$ cat config.mk
export PLATFORM = sky130hd
export DESIGN_NAME = eew_ctrl
export DESIGN_NICKNAME = d
export VERILOG_FILES = /design/src/rtl/eew_pkg.sv /design/src/rtl/eew_array.sv /design/src/rtl/eew_ctrl.sv
export SDC_FILE = /design/constraint.sdc
export NUM_CORES = 2
export LEC_CHECK = 0
export BUFFER_PORTS_ARGS = -buffer_cell sky130_fd_sc_hd__buf_4
export CAP_MARGIN = 20
export CORE_ASPECT_RATIO = 2
export CORE_MARGIN = 3
export CORE_UTILIZATION = 25
export CTS_BUF_LIST = sky130_fd_sc_hd__clkbuf_8
export CTS_CLUSTER_DIAMETER = 200
export DETAILED_ROUTE_END_ITERATION = 8
export HOLD_SLACK_MARGIN = 0.03
export SLEW_MARGIN = 5
export SYNTH_ARGS = -nofsm -noshare
export SYNTH_HDL_FRONTEND = slang
export SYNTH_SLANG_ARGS = --single-unit
$ cat constraint.sdc
create_clock -name mclk -period 7.36 [get_ports mclk]
set_clock_uncertainty 0.1 [all_clocks]
set_input_delay 2.208 -clock mclk [delete_from_list [all_inputs] [get_ports mclk]]
set_output_delay 2.208 -clock mclk [all_outputs]
set_load 0.01 [all_outputs]
$ cat src/rtl/eew_pkg.sv
/*
 * eew_pkg: constants and carrier types for the data eeprom write controller.
 * assumes a 32-bit avalon-mm slave with word addressing of byte offsets.
 */
package eew_pkg;

    // -------------------------------------------------------------------
    // register map (byte offsets)
    // -------------------------------------------------------------------
    localparam logic [4:0] EEW_OFS_ADDR   = 5'h00; // eeprom_address_reg
    localparam logic [4:0] EEW_OFS_DATA   = 5'h04; // eeprom_data_reg
    localparam logic [4:0] EEW_OFS_CTRL   = 5'h08; // eeprom_control_reg
    localparam logic [4:0] EEW_OFS_UNLOCK = 5'h0C; // eeprom_unlock_reg
    localparam logic [4:0] EEW_OFS_STAT   = 5'h10; // irq status, read only
    localparam logic [4:0] EEW_OFS_CLR    = 5'h14; // irq clear, write one
    localparam logic [4:0] EEW_OFS_IEN    = 5'h18; // irq enable

    // -------------------------------------------------------------------
    // control register fields
    // -------------------------------------------------------------------
    localparam int EEW_BIT_RD    = 0; // read trigger, self clearing
    localparam int EEW_BIT_WR    = 1; // write trigger
    localparam int EEW_BIT_WALLOW = 2; // write_allow_bit
    localparam int EEW_BIT_MSEL  = 7; // memory_space_select, 1 = program
    localparam int EEW_BIT_DONE  = 0; // write_complete_flag in status

    // -------------------------------------------------------------------
    // unlock keys, reset values, timing
    // -------------------------------------------------------------------
    localparam logic [7:0]  EEW_KEY_FIRST  = 8'h55;
    localparam logic [7:0]  EEW_KEY_SECOND = 8'hAA;
    localparam logic [7:0]  EEW_RST_BYTE   = 8'h00;
    localparam logic [31:0] EEW_RD_NONE    = 32'h0000_0000;
    localparam int          EEW_CLK_MHZ    = 40;
    localparam int          EEW_WRITE_US   = 5; // nominal programming time
    localparam int          EEW_WRITE_CYC  = EEW_WRITE_US * EEW_CLK_MHZ;

    // -------------------------------------------------------------------
    // carriers
    // -------------------------------------------------------------------
    typedef struct packed {
        logic [4:0]  address;
        logic        read;
        logic        write;
        logic [31:0] writedata;
        logic [3:0]  byteenable;
    } eew_req_type;

    typedef struct packed {
        logic [31:0] readdata;
        logic        waitrequest;
    } eew_rsp_type;

    typedef enum logic [1:0] { EEW_LK_IDLE, EEW_LK_GOT55, EEW_LK_ARMED } eew_lock_type;

endpackage

$ cat src/rtl/eew_array.sv
/*
 * eew_array: the 256 x 8 data eeprom cell array with its programming timer.
 * assumes the controller holds address and data stable while busy is high.
 */
`timescale 1ns/10ps
module eew_array (
    input  wire logic       mclk,     // system clock
    input  wire logic       rst,      // async reset, high
    input  wire logic       start,    // one-cycle launch pulse
    input  wire logic [7:0] addr,     // byte location
    input  wire logic [7:0] wdata,    // byte to store
    output logic      [7:0] rdata,    // combinational read of addr
    output logic            busy,     // write cycle in progress
    output logic            done      // one-cycle end of write
);
    import eew_pkg::*;

    // -------------------------------------------------------------------
    // storage and timer
    // -------------------------------------------------------------------
    logic [7:0]  mem [256];
    logic [15:0] cnt_q;
    logic        busy_q;
    logic        done_q;

    assign rdata = mem[addr];
    assign busy  = busy_q;
    assign done  = done_q;

    // cells are not reset: nonvolatile contents survive reset
    always_ff @(posedge mclk) begin
        if (start)
            mem[addr] <= wdata;
    end

    // fixed-length programming interval, cannot be aborted once running
    always_ff @(posedge mclk or posedge rst) begin
        if (rst) begin
            cnt_q  <= 16'h0000;
            busy_q <= 1'b0;
            done_q <= 1'b0;
        end else begin
            done_q <= 1'b0;
            if (start && !busy_q) begin
                busy_q <= 1'b1;
                cnt_q  <= 16'(EEW_WRITE_CYC - 1);
            end else if (busy_q) begin
                if (cnt_q == 16'h0000) begin
                    busy_q <= 1'b0;
                    done_q <= 1'b1;
                end else begin
                    cnt_q <= cnt_q - 16'h0001;
                end
            end
        end
    end
endmodule // eew_array

$ cat src/rtl/eew_ctrl.sv
/*
 * eew_ctrl: register front end and unlock sequencer for data eeprom writes.
 * assumes one avalon-mm master; program-memory writes are not served here.
 */
// The address map and the Avalon-MM register port were chosen for this implementation.
`timescale 1ns/10ps

// Overview of operation
// - write needs 55h, AAh, then trigger
// - trigger refused unless write allowed
// - write allow changes only by software
// - running write completes despite allow clear
// - end clears trigger, sets complete flag
// - complete flag polls or interrupts
// - complete flag cleared only by software
module eew_ctrl (
    input  wire logic               mclk,      // 40 mhz system clock
    input  wire logic               rst,       // async reset, high
    input  wire eew_pkg::eew_req_type bus_req, // avalon request
    output eew_pkg::eew_rsp_type    bus_rsp,   // avalon response
    output logic                    irq        // level interrupt
);
    import eew_pkg::*;

    // -------------------------------------------------------------------
    // state
    // -------------------------------------------------------------------
    logic [7:0]   addr_q;
    logic [7:0]   data_q;
    logic         wr_q;
    logic         wallow_q;
    logic         msel_q;
    logic         done_q;
    logic         ien_q;
    logic         irq_q;
    logic         wait_q;
    logic [31:0]  rdat_q;
    eew_lock_type lock_q;
    eew_lock_type lock_d;
    logic [7:0]   arr_rdata;
    logic         arr_busy;
    logic         arr_done;

    // -------------------------------------------------------------------
    // bus decode
    // -------------------------------------------------------------------
    function automatic logic hit(input eew_req_type r, input logic [4:0] ofs);
        return r.address == ofs;
    endfunction

    // each access takes one wait cycle, then completes
    wire acc    = (bus_req.read || bus_req.write) && wait_q;
    wire fin    = (bus_req.read || bus_req.write) && !wait_q;
    wire wr_acc = fin && bus_req.write && bus_req.byteenable[0];
    wire [7:0] wb = bus_req.writedata[7:0];

    wire w_addr   = wr_acc && hit(bus_req, EEW_OFS_ADDR);
    wire w_data   = wr_acc && hit(bus_req, EEW_OFS_DATA);
    wire w_ctrl   = wr_acc && hit(bus_req, EEW_OFS_CTRL);
    wire w_unlock = wr_acc && hit(bus_req, EEW_OFS_UNLOCK);
    wire w_clr    = wr_acc && hit(bus_req, EEW_OFS_CLR);
    wire w_ien    = wr_acc && hit(bus_req, EEW_OFS_IEN);

    // trigger accepted only when armed, allowed, idle, and pointing at data;
    // a trigger write that itself selects program memory must not touch the cells
    wire wr_req  = w_ctrl && wb[EEW_BIT_WR];
    wire launch  = wr_req && (lock_q == EEW_LK_ARMED) && wallow_q
                   && !msel_q && !wb[EEW_BIT_MSEL]
                   && !wr_q && !arr_busy;
    wire rd_req  = w_ctrl && wb[EEW_BIT_RD] && !msel_q && !arr_busy;

    wire [7:0] ctrl_view = {msel_q, 4'h0, wallow_q, wr_q, 1'b0};

    // -------------------------------------------------------------------
    // unlock tracker
    // -------------------------------------------------------------------
    always_comb begin
        lock_d = lock_q;
        if (wr_acc) begin
            case (lock_q)
                EEW_LK_IDLE:
                    lock_d = (w_unlock && wb == EEW_KEY_FIRST) ? EEW_LK_GOT55 : EEW_LK_IDLE;
                EEW_LK_GOT55:
                    lock_d = (w_unlock && wb == EEW_KEY_SECOND) ? EEW_LK_ARMED
                             : EEW_LK_IDLE;
                EEW_LK_ARMED:
                    lock_d = EEW_LK_IDLE; // one trigger per unlock
                default:
                    lock_d = EEW_LK_IDLE;
            endcase
        end
    end

    always_ff @(posedge mclk or posedge rst) begin
        if (rst)
            lock_q <= EEW_LK_IDLE;
        else
            lock_q <= lock_d;
    end

    // -------------------------------------------------------------------
    // software-owned registers
    // -------------------------------------------------------------------
    // address and data stay frozen while a cycle runs so it completes intact
    always_ff @(posedge mclk or posedge rst) begin
        if (rst) begin
            addr_q   <= EEW_RST_BYTE;
            data_q   <= EEW_RST_BYTE;
            wallow_q <= 1'b0;
            msel_q   <= 1'b0;
            ien_q    <= 1'b0;
        end else begin
            if (w_addr && !wr_q)
                addr_q <= wb;
            if (w_data && !wr_q)
                data_q <= wb;
            else if (rd_req)
                data_q <= arr_rdata;
            if (w_ctrl) begin
                wallow_q <= wb[EEW_BIT_WALLOW]; // never touched by hardware
                msel_q   <= wb[EEW_BIT_MSEL];
            end
            if (w_ien)
                ien_q <= wb[EEW_BIT_DONE];
        end
    end

    // -------------------------------------------------------------------
    // write trigger and completion flag
    // -------------------------------------------------------------------
    // trigger tracks the array, not write allow, so a clear mid-cycle is harmless
    always_ff @(posedge mclk or posedge rst) begin
        if (rst) begin
            wr_q   <= 1'b0;
            done_q <= 1'b0;
        end else begin
            if (launch)
                wr_q <= 1'b1;
            else if (arr_done)
                wr_q <= 1'b0;
            if (arr_done)
                done_q <= 1'b1;                        // set beats clear
            else if (w_clr && wb[EEW_BIT_DONE])
                done_q <= 1'b0;
        end
    end

    // -------------------------------------------------------------------
    // interrupt and bus response
    // -------------------------------------------------------------------
    wire [31:0] rd_mux =
        hit(bus_req, EEW_OFS_ADDR)   ? {24'h000000, addr_q}    :
        hit(bus_req, EEW_OFS_DATA)   ? {24'h000000, data_q}    :
        hit(bus_req, EEW_OFS_CTRL)   ? {24'h000000, ctrl_view} :
        hit(bus_req, EEW_OFS_STAT)   ? {31'h00000000, done_q}  : // polled view
        hit(bus_req, EEW_OFS_IEN)    ? {31'h00000000, ien_q}   :
        EEW_RD_NONE; // unlock, clear and unmapped read zero

    always_ff @(posedge mclk or posedge rst) begin
        if (rst) begin
            wait_q <= 1'b1;
            rdat_q <= EEW_RD_NONE;
            irq_q  <= 1'b0;
        end else begin
            wait_q <= !acc;
            if (acc && bus_req.read)
                rdat_q <= rd_mux;
            irq_q <= done_q && ien_q;
        end
    end

    assign bus_rsp.waitrequest = wait_q;
    assign bus_rsp.readdata    = rdat_q;
    assign irq                 = irq_q;

    // -------------------------------------------------------------------
    // cell array
    // -------------------------------------------------------------------
    eew_array u_array (
        .mclk  (mclk),
        .rst   (rst),
        .start (launch),
        .addr  (addr_q),
        .wdata (data_q),
        .rdata (arr_rdata),
        .busy  (arr_busy),
        .done  (arr_done)
    );
endmodule // eew_ctrl

# Yosys cells after proc, flatten, opt, wreduce, memory -nomap -nowiden
# Memories as Yosys holds them, arrays and structs flattened.
# Cells that the tools add are included.
word_totals:
  ff_bits: 75
  ramBits: 2048
  input_bits: 45
  out_inout_bits: 34
  elab_cells: 95
  memories: 1
memory_table:
  columns: ["name", "depth", "word_bits", "read_ports", "rd_clocked_by_memory_dff", "write_ports", "line_no", "source"]
  rows:
  - ["u_array.mem", 256, 8, 1, 0, 1, "eew_array.sv:21", "logic [7:0] mem [256];"]
op_classes:
  add_sub_neg: 1
  eq_ne: 11
  n_mux: 25
  n_reduce_logical: 43
op_table:
  columns: ["cell", "count"]
  rows:
  - ["two-way mux 16 bit", 3]
  - ["two-way mux 8 bit", 5]
  - ["logical AND 1 bit", 28]
  - ["zero test 16 bit", 1]
  - ["subtractor 16 x 1 -> 16 bit, second input constant", 1]
  - ["== test 5 bit, second input constant", 3]
  - ["two-way mux 1 bit", 15]
  - ["== test 5 x 4 -> 1 bit, second input constant", 2]
  - ["== test 8 x 7 -> 1 bit, second input constant", 1]
  - ["== test 8 bit, second input constant", 1]
  - ["nonzero test 2 bit", 4]
  - ["zero test 1 bit", 6]
  - ["== test 5 x 3 -> 1 bit, second input constant", 1]
  - ["zero test 5 bit", 1]
  - ["one-hot mux 2 bit (2 select lines)", 1]
  - ["== test 2 x 1 -> 1 bit, second input constant", 1]
  - ["== test 2 bit, second input constant", 1]
  - ["zero test 2 bit", 1]
  - ["two-way mux 2 bit", 1]
  - ["inequality test 2 x 1 -> 1 bit, second input constant", 1]
  - ["AND reduction 2 bit", 1]
  - ["logical OR 1 bit", 1]

# Longest topological paths before layout
logic_depth:
  word_depth: 15
  mapped_depth: 12
  mapped_depth_nobuf: 8

# Hierarchy
# From an unflattened synthesis, not the netlist that was laid out.
hier_totals:
  hier_cells: 3791
  area_unflattened_um2: 81081.5
by_module_without_submodules:
  columns: ["module", "instances", "cells_per_inst", "area_per_inst_um2"]
  rows:
  - ["eew_array", 1, 3624, 79246.0]
  - ["eew_ctrl", 1, 167, 1835.5]

# Least setup slack after synthesis
# No wires, ideal clock.
synth_path:
  path_type: "in2reg"
  start: "input port bus_req[39] (netlist name)"
  end: "memory u_array.mem[116][0], enable pin"
  arrival_time_ns: 4.315
  required_ns: 6.890
  setup_slack_ns: 2.574
  cell_stages: 8
  n_path_buf: 3
  cell_sequence: "or3_1 > buf_6 > or3_4 > nor3_2 > buf_4 > nand3_2 > clkbuf_1 > nor2_1"
synth_via:
  elab_chain_len: 11
synth_rtl:
  columns: ["element", "line_no", "source"]
  rows:
  - ["start, declared", "eew_ctrl.sv:19", "input wire eew_pkg::eew_req_type bus_req,"]
  - ["== test 5 x 4 -> 1 bit", "eew_ctrl.sv:48", "return r.address == ofs;"]
  - ["logical AND 1 bit", "eew_ctrl.sv:59", "wire w_ctrl = wr_acc && hit(bus_req, EEW_OFS_CTRL);"]
  - ["logical AND 1 bit", "eew_ctrl.sv:66", "wire wr_req = w_ctrl && wb[EEW_BIT_WR];"]
  - ["logical AND 1 bit (2 in series)", "eew_ctrl.sv:67", "wire launch = wr_req && (lock_q == EEW_LK_ARMED) && wallow_q"]
  - ["logical AND 1 bit (2 in series)", "eew_ctrl.sv:68", "&& !msel_q && !wb[EEW_BIT_MSEL]"]
  - ["logical AND 1 bit (2 in series)", "eew_ctrl.sv:69", "&& !wr_q && !arr_busy;"]
  - ["two-way mux 1 bit", "eew_array.sv:32", "if (start)"]
  - ["two-way mux 1 bit (not written as such)", "eew_array.sv:33", "mem[addr] <= wdata;"]
  - ["end, declared", "eew_array.sv:21", null]
# No other way between the ends.

# Worst setup path after layout
layout_path:
  start: "input port bus_req[39] (netlist name)"
  end: "memory u_array.mem[137][3], enable pin"
# The elaborated chain is that of the path after synthesis.

==> impl_metrics.tcl <==
set metrics [dict create \
    synth-compound-area-share_pct 2.895 \
    p_per_area_mw_per_mm2 228.5 \
    crit_top_cell "buf_4" \
    synthSimpleGateAreaFrac_pct 3.874 \
    max-slew-margin-rel_pct 21.61 \
    grt_first_pass_wirelength_um 317100 \
    synthMuxAreaShare_pct 14.66 \
    core-area_mm2 0.3255 \
    startpoint_type "primary input" \
    syn_area_mm2 0.08195 \
    drt-initial-drc-count 3379 \
    synth_cell_types 63 \
    drv_cap 0 \
    clockBufferDepth 4 \
    status "finished clean" \
    cts_tree "yes" \
    path_depth 9 \
    drc 0 \
    overflow 0 \
    gp_congestion 0.8648 \
    postLayoutCellArea_mm2 0.09306 \
    place_area_mm2 0.08800 \
    crit_family "simple AND/OR/NAND/NOR gates" \
    slew_violations 0 \
    avgSynthCellArea_um2 20.41 \
    clock_power_share_pct 38.7 \
    numCtsBuffers 266 \
    final_common_cell "edfxtp_1" \
    post_cts_resize_count 0 \
    rsz0062_at_grt "false" \
    area_growth_pct 13.56 \
    num-nets-final 4329 \
    port_buffers 27 \
    p_comb_share_pct 0.4 \
    rows 296 \
    die_w_um 410.8 \
    ys_seq_elements 2099 \
    hold_violations 0 \
    via_per_inst 4.591 \
    max_freq_mhz 186.6 \
    wl_per_cell_um 25.23 \
    ys_seq_area_share_pct 76.61 \
    synth_top_family_by_area "multiplexers" \
    setup_tns_ns 0 \
    seqPwrFrac_pct 60.8 \
    hold_path_depth 1 \
    grt_pass1_vias 43793 \
    cp.arrival_ns 5.79 \
    end_kind "flip-flop" \
    grt_start_max_net_pins 170 \
    synth_edf_count 2048 \
    worstPathRequired_ns 7.80 \
    setup_viol 0 \
    clkTransAtPathRegs_ns 0.07 \
    worst_slew_pin_slew_ns 1.176 \
    peakVddDrop_v 0.0001353 \
    holdBufCountCts 0 \
    layout-drive-gt1-share_pct 25.07 \
    worstSetupPathType "primary input to flip-flop" \
    finalCritPeriodShare_pct 72.80 \
    drtPass1Iterations 8 \
    dp_hpwl_um 146100 \
    ios 79 \
    ys_warn_count 0 \
    htreeDepth 5 \
    layout_common_cells "2048 x edfxtp_1, 455 x mux4_2, 295 x nor2_1" \
    antenna_found_initial 10 \
    path_buf_inv 3 \
    slowest_delay_ns 0.71 \
    switching_share_pct 20.60 \
    cp_max_fo 10 \
    synthAdderAreaFrac_pct 0.03054 \
    routed_wl_um 222700 \
    clk-insertion-delay-late_ns 0.98 \
    rr_worst_depth 7 \
    antenna_left 0 \
    die_h_um 815.7 \
    initial_core_util_pct 25.17 \
    crit_chain "buf_4 -> or3_1 -> or3_4 -> nor3_4 -> buf_4 -> and3b_1 -> nand2_1 -> buf_4 -> nor2_1" \
    p_sw_uw 4380 \
    dieArea_mm2 0.3351 \
    async_reset_ff_share_pct 2.430 \
    post_cts_buffers 0 \
    hold_class "flip-flop to flip-flop" \
    nFillCells 31865 \
    power.internal_uw 16880 \
    cts.sinks 2099 \
    route.vias.total 40519 \
    clock-root-buffer "clkbuf_8" \
    cp_slowest_cell "nor2_1" \
    synth_top_flop_cell "edfxtp_1" \
    leakagePower_uw 0.03271 \
    track_usage_pct 12.99 \
    syn_inst 4015 \
    synth-xor-area-share_pct 0.1176 \
    min_period_ns 5.358 \
]
## logic make-up (layout without fill, tap and decap cells)
family	count (synthesis)	after routing
XOR/XNOR	11	11
adder cells (fa/ha/maj)	2	2
flip-flops	2099	2099
multiplexers	627	627
buffers and inverters	272	706
other	1	57
AO/OA/AOI/OAI	341	341
AND/OR/NAND/NOR	662	662
## state kept, by name, summed over array words and instances (netlist names)
| name | cells |
|---|---|
| msel_q | 1 |
| wr_q | 1 |
| u_array.cnt_q | 16 |
| rdat_q | 8 |
| data_q | 8 |
| wallow_q | 1 |
| done_q | 1 |
| u_array.busy | 1 |
| ien_q | 1 |
| lock_q | 2 |
| addr_q | 8 |
| irq | 1 |
| u_array.done | 1 |
| u_array.mem | 2048 |
| wait_q | 1 |
## metal layers
| layer | up-vias | GRT usage, % | part of all wire [%] |
|---|---|---|---|
| li1 | 17123 | - | - |
| met1 | 21403 | 12.08 | 31 |
| met2 | 1446 | 25.01 | 56 |
| met4 | 0 | 10.39 | 8.9 |
| met3 | 547 | 1.624 | 4.3 |
| met5 | - | 0 | 0 |
## metrics by stage
step           utilization [%]  hold slack (ns)  power [µW]  std cells  worst slack, ns
2_1_floorplan                -           0.3152       13270       4038            2.574
3_3_place_gp             27.03           0.3608       13290       8333            1.142
3_5_place_dp             27.03           0.3662       13300       8333            1.071
4_1_cts                  28.54           0.3707       21460       8791            2.048
5_1_grt                  28.59           0.3837       21910       8824            1.943
6_report                 28.59           0.3556       21260       8826            2.002
## power groups by stage
stage               Sequential, µW  Combinational [µW]  Clock [µW]
floorplan                    13200                54.7           0
global placement             13200                92.7           0
detailed placement           13200                95.2           0
CTS                          12900                95.2        8430
global route                 12900                 102        8870
finish                       12900                95.4        8230
## synthesized netlist by cell type (5+ instances only)
cell       count  area (µm²)
or4_1         11       82.58
nor4b_1       10       87.58
or3_1          6       37.54
nor4_1         7       43.79
clkbuf_1      92       345.3
dfrtp_1       50        1251
a31oi_1        8       50.05
a221oi_1      20       175.2
mux2i_1      135        1351
mux4_2       455       10250
nand4_1       41       256.5
o211ai_2       7       87.58
a21oi_1       80       400.4
nor3_1        15       75.07
a22o_1        21       183.9
a22oi_1      123       923.4
o21ai_0       31       155.2
buf_1         18       67.56
nor2_1       295        1107
nor2b_1        8       50.05
xnor2_1        8       70.07
and4_1         9       78.83
inv_1          7       26.28
and2_1         5       31.28
mux2_2        37       416.7
nand2_1      111       416.7
nand3_2        7       70.07
buf_4         60       450.4
nand3_1       77       385.4
buf_2         76       380.4
and3b_1        5       43.79
o221ai_1       8       70.07
nand2b_1      10       62.56
buf_6         16       180.2
nand4b_1       8       70.07
edfxtp_1    2048       61500
o2111ai_1      8       70.07
o22ai_1        6       37.54
and3_1        18       112.6
o211ai_1      21       157.7
## cell type report
class	instances	area [µm²]	share of cell area, %
sequential	2099	62820	67.50
multi-input combinational	1667	17840	19.17
tap	4321	5406	5.810
clock buffer	276	3799	4.082
timing repair buffer	240	1954	2.100
clock inverter	182	1126	1.210
antenna	33	82.58	0.08874
inverter	8	30.03	0.03227
## worst paths after layout
kind,from,to,slack [ns]
setup / recovery,bus_req[39],u_array.mem[137][3]$_DFFE_PP_,2.00
hold / removal,u_array.done$_DFF_PP0_,wr_q$_DFFE_PP0P_,0.36
setup reg to reg,addr_q[0]$_DFFE_PP0P_,data_q[6]$_DFFE_PP0P_,2.55
hold reg to reg,u_array.done$_DFF_PP0_,wr_q$_DFFE_PP0P_,0.36
max in group asynchronous,rst,data_q[4]$_DFFE_PP0P_,5.25
min in group asynchronous,rst,u_array.cnt_q[5]$_DFFE_PP0P_,1.34
No activity file was read; power rests on OpenSTA's default activity.
